==> src/core/mtg_defs.vh <==
`ifndef MTG_DEFS_VH
`define MTG_DEFS_VH
// Register offsets
`define MTG_CTRL_OFS 8'h00
`define MTG_UNIT_OFS 8'h04
`define MTG_TIME_OFS 8'h08
`define MTG_CONN_OFS 8'h0C
`define MTG_DIV_OFS 8'h10
`define MTG_STAT_OFS 8'h14
// Control fields
`define MTG_CTRL_MODE 0
`define MTG_CTRL_BCAST 1
`define MTG_CTRL_PROTO 3:2
`define MTG_PROTO_RTU 2'h0
`define MTG_PROTO_JBUS 2'h1
// Timing fields
`define MTG_TIME_TMO 3:0
`define MTG_TIME_IFD 7:4
`define MTG_TIME_SIE 11:8
// Reset values
`define MTG_CTRL_RST 4'h0
`define MTG_UNIT_RST 8'h01
`define MTG_TIME_RST 12'h004
`define MTG_CONN_RST 4'h4
`define MTG_DIV_RST 16'h2A6B
// Protocol constants
`define MTG_TCP_PORT 16'h01F6
`define MTG_UNIT_SELF 8'hFF
`define MTG_UNIT_BCAST 8'h00
`define MTG_EXC_FLAG 8'h80
`define MTG_EXC_NORSP 8'h0B
`define MTG_CRC_INIT 16'hFFFF
`define MTG_CRC_POLY 16'hA001
// Timing
`define MTG_CLK_NS 8
`define MTG_MS_NS 1000000
`define MTG_MS_CYC (`MTG_MS_NS / `MTG_CLK_NS)
`define MTG_SIL_HALF 7
`define MTG_IFD_STEP_MS 10
`endif

==> src/core/mtg_gateway.v <==
// Summary of operation
// Port 502 requests become RTU frames
// Unit 255 or own unit answered locally
// Other units forwarded to serial slaves
// Broadcasts always handled locally
// Broadcasts forwarded only when enabled
// Open connections limited to configured maximum
// Forwarding only in gateway mode
// Gateway needs RTU or Jbus protocol
// Reply timeout yields exception response
// Minimum delay before next request
// Silent interval is 3.5 chars plus extension
// After silence next char starts message
// Gateway timings apply only in gateway mode
// Slaves share baud, parity; unique units
// One outstanding request, reply to issuer
`timescale 1ns/1ps
`include "mtg_defs.vh"
module mtg_gateway #(
  parameter MS_CYC = `MTG_MS_CYC
) (
  // Clock and reset
  input wire core_clk,
  input wire resetn,
  // Register port
  input wire [7:0] reg_addr,
  input wire [31:0] reg_wdata,
  input wire reg_wr,
  input wire reg_rd,
  output reg [31:0] reg_rdata,
  // Connection admission
  input wire conn_open,
  input wire conn_close,
  output reg conn_grant,
  output reg conn_refuse,
  // TCP request stream, unit id first
  input wire req_valid,
  output wire req_ready,
  input wire [7:0] req_data,
  input wire req_last,
  input wire [2:0] req_conn,
  input wire [15:0] req_port,
  // Local request stream
  output reg loc_valid,
  input wire loc_ready,
  output reg [7:0] loc_data,
  output reg loc_last,
  output reg [2:0] loc_conn,
  // Response stream to masters
  output wire rsp_valid,
  input wire rsp_ready,
  output wire [7:0] rsp_data,
  output wire rsp_last,
  output wire [2:0] rsp_conn,
  // Serial byte stream
  output reg tx_valid,
  input wire tx_ready,
  output reg [7:0] tx_data,
  input wire rx_valid,
  input wire [7:0] rx_data
);
  localparam S_IDLE = 4'h0, S_LOC = 4'h1, S_FWD = 4'h2, S_BOTH = 4'h3, S_DROP = 4'h4;
  localparam S_CRCL = 4'h5, S_CRCH = 4'h6, S_WAIT = 4'h7, S_RSP = 4'h8, S_EXC = 4'h9;
  localparam S_GAP = 4'hA;

  // One step of the reflected CRC over a byte
  function [15:0] crc_step;
    input [15:0] c;
    input [7:0] d;
    integer i;
    reg [15:0] t;
    begin
      t = c ^ {8'h00, d};
      for (i = 0; i < 8; i = i + 1) begin
        t = t[0] ? ((t >> 1) ^ `MTG_CRC_POLY) : (t >> 1);
      end
      crc_step = t;
    end
  endfunction

  // Response timeout select to milliseconds
  function [13:0] tmo_ms;
    input [3:0] sel;
    begin
      if (sel < 4'h5) tmo_ms = {10'h000, sel + 4'h1} * 14'h0064;
      else if (sel < 4'hE) tmo_ms = {10'h000, sel - 4'h4} * 14'h03E8;
      else tmo_ms = 14'h2710;
    end
  endfunction

  reg [3:0] ctrl_reg;
  reg [7:0] unit_reg;
  reg [11:0] time_reg;
  reg [3:0] maxc_reg;
  reg [15:0] div_reg;
  reg [3:0] state_reg;
  reg [3:0] nconn_reg;
  reg [7:0] tmo_cnt_reg;
  reg [7:0] err_cnt_reg;
  reg [7:0] hd_unit_reg;
  reg [7:0] hd_fc_reg;
  reg [2:0] hd_conn_reg;
  reg hd_bcast_reg;
  reg hd_second_reg;
  reg hd_first_reg;
  reg [15:0] txcrc_reg;
  reg [16:0] ms_div_reg;
  reg [13:0] ms_cnt_reg;
  reg [15:0] half_div_reg;
  reg [5:0] sil_cnt_reg;
  reg frame_open_reg;
  reg frame_done_reg;
  reg [7:0] rx_len_reg;
  reg [15:0] rxcrc_reg;
  reg [7:0] rd_idx_reg;
  reg [1:0] exc_idx_reg;
  reg [7:0] rx_mem [0:255];

  // Gateway needs gateway mode and an RTU-type protocol
  wire gw_en = ctrl_reg[`MTG_CTRL_MODE] &
    (ctrl_reg[`MTG_CTRL_PROTO] == `MTG_PROTO_RTU || ctrl_reg[`MTG_CTRL_PROTO] == `MTG_PROTO_JBUS);
  wire hd_self = (req_data == `MTG_UNIT_SELF) | (req_data == unit_reg);
  wire hd_bc = (req_data == `MTG_UNIT_BCAST);
  wire fwd_bc = hd_bc & ctrl_reg[`MTG_CTRL_BCAST] & gw_en;

  // Two-entry response buffer; a stalled master holds the engine
  reg [11:0] fifo_mem [0:1];
  reg fifo_wp_reg, fifo_rp_reg;
  reg [1:0] fifo_cnt_reg;
  wire fifo_full = (fifo_cnt_reg == 2'h2);
  reg push;
  reg [11:0] push_word;
  wire pop = rsp_valid & rsp_ready;
  assign rsp_valid = (fifo_cnt_reg != 2'h0);
  assign {rsp_conn, rsp_last, rsp_data} = fifo_mem[fifo_rp_reg];

  // Request acceptance per state; IDLE only inspects the unit byte
  assign req_ready = (state_reg == S_LOC) ? ~loc_valid :
    (state_reg == S_FWD) ? ~tx_valid :
    (state_reg == S_BOTH) ? (~tx_valid & ~loc_valid) :
    (state_reg == S_DROP);
  wire req_take = req_valid & req_ready;

  // Millisecond and half-character enables
  wire ms_tick = (ms_div_reg == MS_CYC - 1);
  wire half_tick = (half_div_reg == div_reg);
  wire [5:0] sil_lim = 6'd`MTG_SIL_HALF + {1'b0, time_reg[`MTG_TIME_SIE], 1'b0};
  wire [13:0] gap_lim = {10'h000, time_reg[`MTG_TIME_IFD]} * 14'd`MTG_IFD_STEP_MS;
  wire [7:0] rsp_end = rx_len_reg - 8'h03;
  wire rx_good = (rx_len_reg > 8'h03) & (rxcrc_reg == 16'h0000) & (rx_mem[0] == hd_unit_reg);

  // Response buffer pushes from reply or exception
  always @* begin
    push = 1'b0;
    push_word = 12'h000;
    if (state_reg == S_RSP && !fifo_full) begin
      push = 1'b1;
      push_word = {hd_conn_reg, rd_idx_reg == rsp_end, rx_mem[rd_idx_reg]};
    end else if (state_reg == S_EXC && !fifo_full) begin
      push = 1'b1;
      case (exc_idx_reg)
        2'h0: push_word = {hd_conn_reg, 1'b0, hd_unit_reg};
        2'h1: push_word = {hd_conn_reg, 1'b0, hd_fc_reg | `MTG_EXC_FLAG};
        default: push_word = {hd_conn_reg, 1'b1, `MTG_EXC_NORSP};
      endcase
    end
  end

  // Buffer pointers
  always @(posedge core_clk) begin
    if (!resetn) begin
      fifo_wp_reg <= 1'b0;
      fifo_rp_reg <= 1'b0;
      fifo_cnt_reg <= 2'h0;
    end else begin
      if (push) begin
        fifo_mem[fifo_wp_reg] <= push_word;
        fifo_wp_reg <= ~fifo_wp_reg;
      end
      if (pop) fifo_rp_reg <= ~fifo_rp_reg;
      fifo_cnt_reg <= fifo_cnt_reg + {1'b0, push} - {1'b0, pop};
    end
  end

  // Register writes and read data, one cycle after the strobe
  always @(posedge core_clk) begin
    if (!resetn) begin
      ctrl_reg <= `MTG_CTRL_RST;
      unit_reg <= `MTG_UNIT_RST;
      time_reg <= `MTG_TIME_RST;
      maxc_reg <= `MTG_CONN_RST;
      div_reg <= `MTG_DIV_RST;
      reg_rdata <= 32'h00000000;
    end else begin
      if (reg_wr) begin
        case (reg_addr)
          `MTG_CTRL_OFS: ctrl_reg <= reg_wdata[3:0];
          `MTG_UNIT_OFS: unit_reg <= reg_wdata[7:0];
          `MTG_TIME_OFS: time_reg <= reg_wdata[11:0];
          `MTG_CONN_OFS: maxc_reg <= reg_wdata[3:0];
          `MTG_DIV_OFS: div_reg <= reg_wdata[15:0];
          default: ;
        endcase
      end
      reg_rdata <= 32'h00000000;
      if (reg_rd) begin
        case (reg_addr)
          `MTG_CTRL_OFS: reg_rdata <= {28'h0000000, ctrl_reg};
          `MTG_UNIT_OFS: reg_rdata <= {24'h000000, unit_reg};
          `MTG_TIME_OFS: reg_rdata <= {20'h00000, time_reg};
          `MTG_CONN_OFS: reg_rdata <= {28'h0000000, maxc_reg};
          `MTG_DIV_OFS: reg_rdata <= {16'h0000, div_reg};
          `MTG_STAT_OFS: reg_rdata <= {err_cnt_reg, tmo_cnt_reg, 7'h00, gw_en, nconn_reg, state_reg};
          default: reg_rdata <= 32'h00000000;
        endcase
      end
    end
  end

  // Connection admission; a close in the same cycle frees a slot first
  always @(posedge core_clk) begin
    if (!resetn) begin
      nconn_reg <= 4'h0;
      conn_grant <= 1'b0;
      conn_refuse <= 1'b0;
    end else begin
      conn_grant <= 1'b0;
      conn_refuse <= 1'b0;
      if (conn_open && (nconn_reg - {3'h0, conn_close & (nconn_reg != 4'h0)}) < maxc_reg) begin
        conn_grant <= 1'b1;
        if (!(conn_close && nconn_reg != 4'h0)) nconn_reg <= nconn_reg + 4'h1;
      end else begin
        conn_refuse <= conn_open;
        if (conn_close && nconn_reg != 4'h0) nconn_reg <= nconn_reg - 4'h1;
      end
    end
  end

  // Serial receive framing; idle while the gateway is off
  always @(posedge core_clk) begin
    if (!resetn || !gw_en) begin
      half_div_reg <= 16'h0000;
      sil_cnt_reg <= 6'h00;
      frame_open_reg <= 1'b0;
      frame_done_reg <= 1'b0;
      rx_len_reg <= 8'h00;
      rxcrc_reg <= `MTG_CRC_INIT;
    end else begin
      frame_done_reg <= 1'b0;
      half_div_reg <= (half_tick || rx_valid) ? 16'h0000 : half_div_reg + 16'h0001;
      if (rx_valid) begin
        sil_cnt_reg <= 6'h00;
        frame_open_reg <= 1'b1;
        if (!frame_open_reg) begin
          rx_mem[0] <= rx_data;
          rx_len_reg <= 8'h01;
          rxcrc_reg <= crc_step(`MTG_CRC_INIT, rx_data);
        end else begin
          rx_mem[rx_len_reg] <= rx_data;
          if (rx_len_reg != 8'hFF) rx_len_reg <= rx_len_reg + 8'h01;
          rxcrc_reg <= crc_step(rxcrc_reg, rx_data);
        end
      end else if (frame_open_reg && half_tick) begin
        sil_cnt_reg <= sil_cnt_reg + 6'h01;
        if (sil_cnt_reg + 6'h01 >= sil_lim) begin
          frame_open_reg <= 1'b0;
          frame_done_reg <= 1'b1;
        end
      end
    end
  end

  // Main request sequencer, one transaction at a time
  always @(posedge core_clk) begin
    if (!resetn) begin
      state_reg <= S_IDLE;
      tx_valid <= 1'b0;
      tx_data <= 8'h00;
      loc_valid <= 1'b0;
      loc_data <= 8'h00;
      loc_last <= 1'b0;
      loc_conn <= 3'h0;
      hd_unit_reg <= 8'h00;
      hd_fc_reg <= 8'h00;
      hd_conn_reg <= 3'h0;
      hd_bcast_reg <= 1'b0;
      hd_second_reg <= 1'b0;
      hd_first_reg <= 1'b0;
      txcrc_reg <= `MTG_CRC_INIT;
      ms_div_reg <= 17'h00000;
      ms_cnt_reg <= 14'h0000;
      rd_idx_reg <= 8'h00;
      exc_idx_reg <= 2'h0;
      tmo_cnt_reg <= 8'h00;
      err_cnt_reg <= 8'h00;
    end else begin
      if (tx_valid && tx_ready) tx_valid <= 1'b0;
      if (loc_valid && loc_ready) loc_valid <= 1'b0;
      ms_div_reg <= ms_tick ? 17'h00000 : ms_div_reg + 17'h00001;
      if (ms_tick) ms_cnt_reg <= ms_cnt_reg + 14'h0001;
      // Unit byte is taken first, so the function code is the take after it
      if (req_take) begin
        hd_first_reg <= 1'b0;
        hd_second_reg <= hd_first_reg;
        if (hd_second_reg) hd_fc_reg <= req_data;
        if (state_reg != S_LOC && state_reg != S_DROP) begin
          tx_valid <= 1'b1;
          tx_data <= req_data;
          txcrc_reg <= crc_step(txcrc_reg, req_data);
        end
        if (state_reg == S_LOC || state_reg == S_BOTH) begin
          loc_valid <= 1'b1;
          loc_data <= req_data;
          loc_last <= req_last;
          loc_conn <= hd_conn_reg;
        end
      end
      case (state_reg)
        S_IDLE: begin
          txcrc_reg <= `MTG_CRC_INIT;
          hd_first_reg <= 1'b1;
          hd_second_reg <= 1'b0;
          if (req_valid && !tx_valid) begin
            hd_unit_reg <= req_data;
            hd_conn_reg <= req_conn;
            hd_bcast_reg <= hd_bc;
            if (req_port != `MTG_TCP_PORT) state_reg <= S_DROP;
            else if (fwd_bc) state_reg <= S_BOTH;
            else if (hd_self || hd_bc || !gw_en) state_reg <= S_LOC;
            else state_reg <= S_FWD;
          end
        end
        S_LOC, S_DROP: if (req_take && req_last) state_reg <= S_IDLE;
        S_FWD, S_BOTH: if (req_take && req_last) state_reg <= S_CRCL;
        S_CRCL: if (!tx_valid) begin
          tx_valid <= 1'b1;
          tx_data <= txcrc_reg[7:0];
          state_reg <= S_CRCH;
        end
        S_CRCH: if (!tx_valid) begin
          tx_valid <= 1'b1;
          tx_data <= txcrc_reg[15:8];
          ms_div_reg <= 17'h00000;
          ms_cnt_reg <= 14'h0000;
          state_reg <= hd_bcast_reg ? S_GAP : S_WAIT;
        end
        S_WAIT: begin
          if (frame_done_reg && rx_good) begin
            rd_idx_reg <= 8'h00;
            state_reg <= S_RSP;
          end else begin
            if (frame_done_reg) err_cnt_reg <= err_cnt_reg + 8'h01;
            if (ms_cnt_reg >= tmo_ms(time_reg[`MTG_TIME_TMO])) begin
              tmo_cnt_reg <= tmo_cnt_reg + 8'h01;
              exc_idx_reg <= 2'h0;
              state_reg <= S_EXC;
            end
          end
        end
        S_RSP: if (!fifo_full) begin
          rd_idx_reg <= rd_idx_reg + 8'h01;
          if (rd_idx_reg == rsp_end) begin
            ms_div_reg <= 17'h00000;
            ms_cnt_reg <= 14'h0000;
            state_reg <= S_GAP;
          end
        end
        S_EXC: if (!fifo_full) begin
          exc_idx_reg <= exc_idx_reg + 2'h1;
          if (exc_idx_reg == 2'h2) begin
            ms_div_reg <= 17'h00000;
            ms_cnt_reg <= 14'h0000;
            state_reg <= S_GAP;
          end
        end
        // Gap counts from a cleared divider, so whole milliseconds pass
        S_GAP: if (ms_cnt_reg >= gap_lim && !tx_valid) state_reg <= S_IDLE;
        default: state_reg <= S_IDLE;
      endcase
    end
  end
endmodule // mtg_gateway

==> config.mk <==
export PLATFORM = sky130hd
export DESIGN_NAME = mtg_gateway
export DESIGN_NICKNAME = d
export VERILOG_FILES = /design/src/core/mtg_gateway.v
export VERILOG_INCLUDE_DIRS = /design/src /design/src/core
export SDC_FILE = /design/constraint.sdc
export NUM_CORES = 2
export LEC_CHECK = 0
export BUFFER_PORTS_ARGS = -buffer_cell sky130_fd_sc_hd__buf_2
export CAP_MARGIN = 20
export CELL_PAD_IN_SITES_DETAIL_PLACEMENT = 2
export CELL_PAD_IN_SITES_GLOBAL_PLACEMENT = 2
export CORE_MARGIN = 2
export CORE_UTILIZATION = 28
export DETAILED_ROUTE_END_ITERATION = 10
export PLACE_DENSITY = 0.48
export RECOVER_POWER = 100
export SLEW_MARGIN = 20
export SYNTH_ARGS = -nofsm -noshare
export SYNTH_HDL_FRONTEND = slang
export SYNTH_SLANG_ARGS = --single-unit
==> constraint.sdc <==
create_clock -name core_clk -period 7.32 [get_ports core_clk]
set_input_delay 1.098 -clock core_clk [delete_from_list [all_inputs] [get_ports core_clk]]
set_output_delay 1.098 -clock core_clk [all_outputs]
set_load 0.03 [all_outputs]
# After elaboration in Yosys (flattened, before gate mapping)

Memories as Yosys holds them, arrays and structs flattened. A register that Yosys moved wholly into a read port is not among the register bits.
Index checks and enable logic that the tools add are counted.

Memories: 2
Bits of input ports: 87
Register bits after elaboration: 254
Logic and storage cells: 340
RAM bits: 2072
Output and inout port bits: 70

Memory list:

| name     | words | width | rd ports | clocked after Yosys merged registers in | write ports | RTL line          | text |
|---|---|---|---|---|---|---|---|
| rx_mem   | 256   | 8     | 2        | 1                                       | 1           | mtg_gateway.v:117 | `reg [7:0] rx_mem [0:255];` |
| fifo_mem | 2     | 12    | 1        | 1                                       | 1           | mtg_gateway.v:127 | `reg [11:0] fifo_mem [0:1];` |

Order comparisons: 7
Reductions and logical operators: 63
Equal/unequal tests: 45
Multiplexer cells: 120
Bitwise operators: 44
Multiply operators: 3
Add/sub/neg operators: 18

Operators with widths:

| cell                                                                   | number |
|---|---|
| 16-bit 2-to-1 mux                                                      | 25 |
| 32-bit one-hot mux with 6 select lines                                 | 1 |
| 14-bit 2-to-1 mux                                                      | 11 |
| 17-bit 2-to-1 mux                                                      | 6 |
| 8-bit 2-to-1 mux                                                       | 12 |
| 2-bit NOT with 3-bit output                                            | 24 |
| 4-bit 2-to-1 mux                                                       | 16 |
| 17-bit one-hot mux with 3 select lines                                 | 1 |
| 14-bit one-hot mux with 3 select lines                                 | 1 |
| 4-bit one-hot mux with 9 select lines                                  | 1 |
| 1-bit 2-to-1 mux                                                       | 34 |
| 8-bit by 1-bit adder with 8-bit output (second input constant)         | 4 |
| 8-bit one-hot mux with 2 select lines                                  | 2 |
| 16-bit by 8-bit bitwise XOR with 16-bit output                         | 2 |
| 2-bit AND reduction                                                    | 13 |
| 8-bit equality test                                                    | 3 |
| 12-bit 2-to-1 mux                                                      | 2 |
| 2-bit inequality test (second input constant)                          | 12 |
| 9-bit one-hot mux with 2 select lines                                  | 1 |
| 17-bit by 1-bit adder with 17-bit output (second input constant)       | 1 |
| 17-bit equality test (second input constant)                           | 1 |
| 16-bit by 1-bit adder with 16-bit output (second input constant)       | 1 |
| 16-bit equality test                                                   | 1 |
| 4-bit by 3-bit equality test with 1-bit output (second input constant) | 4 |
| 58 further kinds                                                       | 121 |

# Logic depth before layout (Yosys ltp)

Word-level depth: 18
Mapped depth: 23
Mapped depth without buffers: 22

# Worst setup path before layout

Ideal clock, no wire load.

Path type: register to register
Start: register time_reg[2]
End: register exc_idx_reg[1]
Library setup time: 0.070 ns
Data required time: 7.250 ns
Period minus slack after synthesis: 4.912 ns
Stages on the path, launching flop included: 24
Path buffers: 1
Arrival time: 4.842 ns
Path slack: 2.408 ns
Cells stage by stage: dfxtp_1 -> clkbuf_1 -> inv_1 -> ha_1 -> xnor2_1 -> xnor2_1 -> inv_1 -> fa_1 -> inv_1 -> ha_1 -> a21o_1 -> a21oi_1 -> o21bai_1 -> a21oi_1 -> xnor2_1 -> nand3_1 -> ha_1 -> nand4_1 -> inv_1 -> a221oi_1 -> o21ai_1 -> and2_0 -> or3_1 -> a21oi_1

Word-level cells in the longest chain between the ends: 10
Elaborated cells between the ends (all ways): 14
Those cells by class: add/sub: 2; mul: 2; order compare: 3; eq/ne: 1; mux: 5; reduce/logical: 1

RTL lines:

| element                                      | RTL line          | text |
|---|---|---|
| start, declared                              | mtg_gateway.v:93  | `reg [11:0] time_reg;` |
| start signal, assigned                       | mtg_gateway.v:190 | `` time_reg <= `MTG_TIME_RST; `` |
| start signal, assigned                       | mtg_gateway.v:199 | `` `MTG_TIME_OFS: time_reg <= reg_wdata[11:0]; `` |
| 4-bit by 3-bit subtractor with 4-bit output  | mtg_gateway.v:86  | `else if (sel < 4'hE) tmo_ms = {10'h000, sel - 4'h4} * 14'h03E8;` |
| 4-bit by 7-bit multiplier with 11-bit output | mtg_gateway.v:86  |  |
| 14-bit 2-to-1 mux                            | mtg_gateway.v:86  |  |
| 14-bit 2-to-1 mux *                          | mtg_gateway.v:85  | `if (sel < 4'h5) tmo_ms = {10'h000, sel + 4'h1} * 14'h0064;` |
| 14-bit 2-to-1 mux *                          | mtg_gateway.v:348 | `if (frame_done_reg && rx_good) begin` |
| 14-bit 2-to-1 mux *                          | mtg_gateway.v:318 | `case (state_reg)` |
| 14-bit 2-to-1 mux *                          | mtg_gateway.v:275 | `if (!resetn) begin` |
| 14-bit >= comparator *                       | mtg_gateway.v:353 | `` if (ms_cnt_reg >= tmo_ms(time_reg[`MTG_TIME_TMO])) begin `` |
| 2-bit inequality test (no source line) *     | n/a               |  |
| 4-bit AND reduction (no source line) *       | n/a               |  |
| end signal, assigned                         | mtg_gateway.v:369 | `exc_idx_reg <= exc_idx_reg + 2'h1;` |
| end, declared                                | mtg_gateway.v:116 | `reg [1:0] exc_idx_reg;` |

Every way passes the cells marked *; elsewhere a longest branch is shown, timed or not. The select of a mux whose other input is x is not followed.
A chain may end at the register's enable or synchronous reset.

# Final worst setup path

Start: register ctrl_reg[0]
End: memory rx_mem[45][7] (enable)

Word-level cells in the longest chain between the ends: 7
Elaborated cells between the ends (all ways): 10
Those cells by class: mux: 6; bitwise: 1; reduce/logical: 3

RTL lines:

| element                                                               | RTL line          | text |
|---|---|---|
| start, declared                                                       | mtg_gateway.v:91  | `reg [3:0] ctrl_reg;` |
| start signal, assigned                                                | mtg_gateway.v:188 | `` ctrl_reg <= `MTG_CTRL_RST; `` |
| start signal, assigned                                                | mtg_gateway.v:197 | `` `MTG_CTRL_OFS: ctrl_reg <= reg_wdata[3:0]; `` |
| 1-bit AND *                                                           | mtg_gateway.v:120 | `` wire gw_en = ctrl_reg[`MTG_CTRL_MODE] & `` |
| 1-bit logical NOT *                                                   | mtg_gateway.v:241 | `if (!resetn \|\| !gw_en) begin` |
| 1-bit logical OR *                                                    | mtg_gateway.v:241 |  |
| 1-bit 2-to-1 mux                                                      | mtg_gateway.v:241 |  |
| 1-bit 2-to-1 mux (not written as such)                                | mtg_gateway.v:259 | `rx_mem[rx_len_reg] <= rx_data;` |
| 8-bit OR reduction (no source line)                                   | n/a               |  |
| 8-bit 2-to-1 mux (no source line) or 1-bit 2-to-1 mux (tied branches) | n/a               |  |
| end, declared                                                         | mtg_gateway.v:117 |  |

Every way passes the cells marked *; elsewhere a longest branch is shown, timed or not.

==> results.yml <==
critical_path:
  crit_required_ps: 7820
  crit_path_end_kind: "flop"
  r2r_start: "ctrl_reg[0]"
  cp.arrival_ps: 7110
  worst_setup_path_start_kind: "flop"
  timing.rr.end: "rx_mem[45][7]"
  critical_path.max_fanout: 16
  reg2reg_depth: 6
  reg2reg_slack_ps: 710
  crit_type: "reg2reg"
yosys:
  synth-compound-area-share_pct: 5.20
  synth_edf_count: 2072
  synth_seq_cells: 2335
  avgSynthCellArea_um2: 16.8
  synth_async_sr_flop_share_pct: 0
  synth_area_mm2: 0.0948
  syn-num-nets: 5809
  synthXorXnorAreaFrac_pct: 1.80
  synthCells: 5640
  synthSimpleGateAreaFrac_pct: 5.44
  synth-adder-area-share_pct: 1.13
  synthMuxAreaShare_pct: 13.0
  synth_top_family_by_area: "multiplexers"
  yosys_warnings: 0
  synth_flop_cell: "edfxtp_1"
  seq_area_frac_synth_pct: 71.2
  synth_cell_types: 90
floorplan:
  rows: 213
  dieArea_mm2: 0.343
  boundaryPins: 157
  core_mm2: 0.337
  start_util_pct: 28.1
  die_w_um: 586
  die-height_um: 586
clock_network:
  worstSkewPairLatency_ps: 910
  cts-root-buf: "clkbuf_16"
  cts_resized: 0
  tritoncts: "built"
  h-tree-depth: 5
  clkTransAtPathRegs_ps: 60
  clock_tree.buffer_depth: 4
  cts.sinks: 2335
  cts_hold_buf: 0
  cts_buffers: 281
  post_cts.repair.setup_buffers: 0
sta:
  finalSetupTns_ps: 0
  period_share_pct: 90.2
  max_slew.worst_pin.slew_ps: 5390
  min_period_ps: 6610
  slew_headroom_pct: -259
  rsz0062_at_grt: "no"
  final-hold-violation-count: 0
  fmax_ghz: 0.151
  setup_viol: 0
  skew_ps: 78.3
  maxSlewViolCount: 1833
  hold_ws_ps: 433
cells_and_area:
  top_register: "rx_mem"
  fin_util_pct: 32.5
  nets: 6039
  finalInstanceArea_mm2: 0.109
  drive_gt1_share_pct: 16.3
  reg.largest.list: "rx_mem x2048, reg_rdata x32, fifo_mem x24"
  synthToLayoutAreaGrowth_pct: 15.5
  nFillCells: 33900
  largest_register_ffs: 2048
hold_path:
  min_to: "hd_conn_reg[0]"
  holdPathStages: 3
  worstHoldStart: "req_conn[0]"
  holdCritPathClass: "in2reg"
global_route:
  grt_max_degree: 119
  grt_pass1_vias: 57500
  grt_pass1_wl_um: 473000
  grt_overflow: 0
  antenna_found_initial: 30
  grt_usage_pct: 19.5
routing:
  via_per_inst: 5.04
  wire_per_inst_um: 31.9
  wirelength_um: 339000
  vias: 53500
  drtIter0Drc: 4315
  drc: 0
  postRouteAntennaNets: 0
  firstDrtPassIters: 5
place:
  dp_hpwl_um: 214000
  numPortBuffers: 140
  place.gp.congestion: 0.780
  placed_cell_area_mm2: 0.101
outcome:
  violations: "max-capacitance violations, max-slew violations"
  status: "finished with violations"
power:
  p_leak_nw: 33.7
  p_per_area_mw_per_mm2: 292
  ir_drop_v: 0.000155
  total_power_mw: 32.0
flow_run:
  cap_viol_max_count: 40
## worst max-delay path: stages (launching register included)
cell and delay, ps:
dfxtp_1 360, nor2b_1 600, nand2_1 400, nor3_1 1300, and3_1 500, nand2_1 1550, nor2_1 1420
## layout make-up
class / count / area, µm² / share of cell area [%]
diodes: 10 / 25.0 / 0.0229
clock buffers: 367 / 7590 / 6.94
repair buffers: 286 / 1830 / 1.67
clock inverters: 127 / 1230 / 1.13
inverters: 61 / 233 / 0.213
well taps: 4515 / 5650 / 5.16
multi-input cells: 2905 / 25400 / 23.2
flip-flops and latches: 2335 / 67500 / 61.7
## metal layers
metal	track usage, %	wire length (µm)	vias to the layer above
met1	27.7	155000	29100
met4	3.96	6920	4
met5	0	27	-
li1	-	-	22800
met3	2.62	16500	362
met2	32.0	160000	1234
## layout by cell type (no fill, tap or decap), types with 84 or more instances in the layout
master     instances
mux2i_1          383
o22ai_1          103
clkbuf_16        289
edfxtp_1        2072
nand2_1          228
buf_4             84
xnor2_1          107
nand3_1          125
a21oi_1          161
mux4_2           364
dfxtp_1          257
clkbuf_1         173
nor2_1           502
## kinds of logic after synthesis
logic type | after synthesis
xor gates and xnor gates | 187
adders and majority gates | 82
muxes | 776
buffers and inverters | 400
DFF | 2335
and+or+nand+nor | 1140
AOI/OAI and AO/OA | 720
## stage by stage
| step | cells | setup slack [ps] |
|---|---|---|
| after global placement | 10100 | 1480 |
| after CTS | 10600 | 1420 |
| final | 10600 | 714 |
| after global routing | 10600 | 460 |
| after floorplan | 5640 | 2410 |
| after detailed placement | 10100 | 1500 |
## how the worst max path moves through the flow
stage	start	end	slack [ps]	cells past startpoint
after global routing	rx_data[0]	rxcrc_reg[15]	460	8
after CTS	time_reg[2]	exc_idx_reg[1]	1420	22
after floorplan	time_reg[2]	exc_idx_reg[1]	2410	23
final	ctrl_reg[0]	rx_mem[45][7]	710	6
after global placement	time_reg[2]	exc_idx_reg[1]	1480	22
after detailed placement	time_reg[2]	exc_idx_reg[1]	1500	22
## report_power, final
group	internal, mW	switching (mW)
registers	14.6	0.145
logic	1.43	2.06
clock network	8.02	5.72
## cell usage after synthesis (all sizes together), types with 38 or more instances
| cell type | instances | area (µm²) |
|---|---|---|
| nand3 | 128 | 641 |
| and2 | 54 | 338 |
| edfxtp | 2072 | 62200 |
| o221ai | 72 | 631 |
| nor2 | 504 | 1890 |
| inv | 58 | 218 |
| nand2 | 236 | 886 |
| clkbuf | 190 | 713 |
| dfxtp | 263 | 5270 |
| mux4 | 364 | 8200 |
| and3 | 40 | 250 |
| buf | 149 | 1120 |
| xor2 | 74 | 648 |
| nand4 | 38 | 238 |
| ha | 76 | 951 |
| xnor2 | 108 | 946 |
| mux2i | 383 | 3830 |
| a21oi | 161 | 806 |
| a22oi | 64 | 480 |
| o21ai | 78 | 394 |
| o22ai | 103 | 644 |
(Power assumes the default switching activity.)
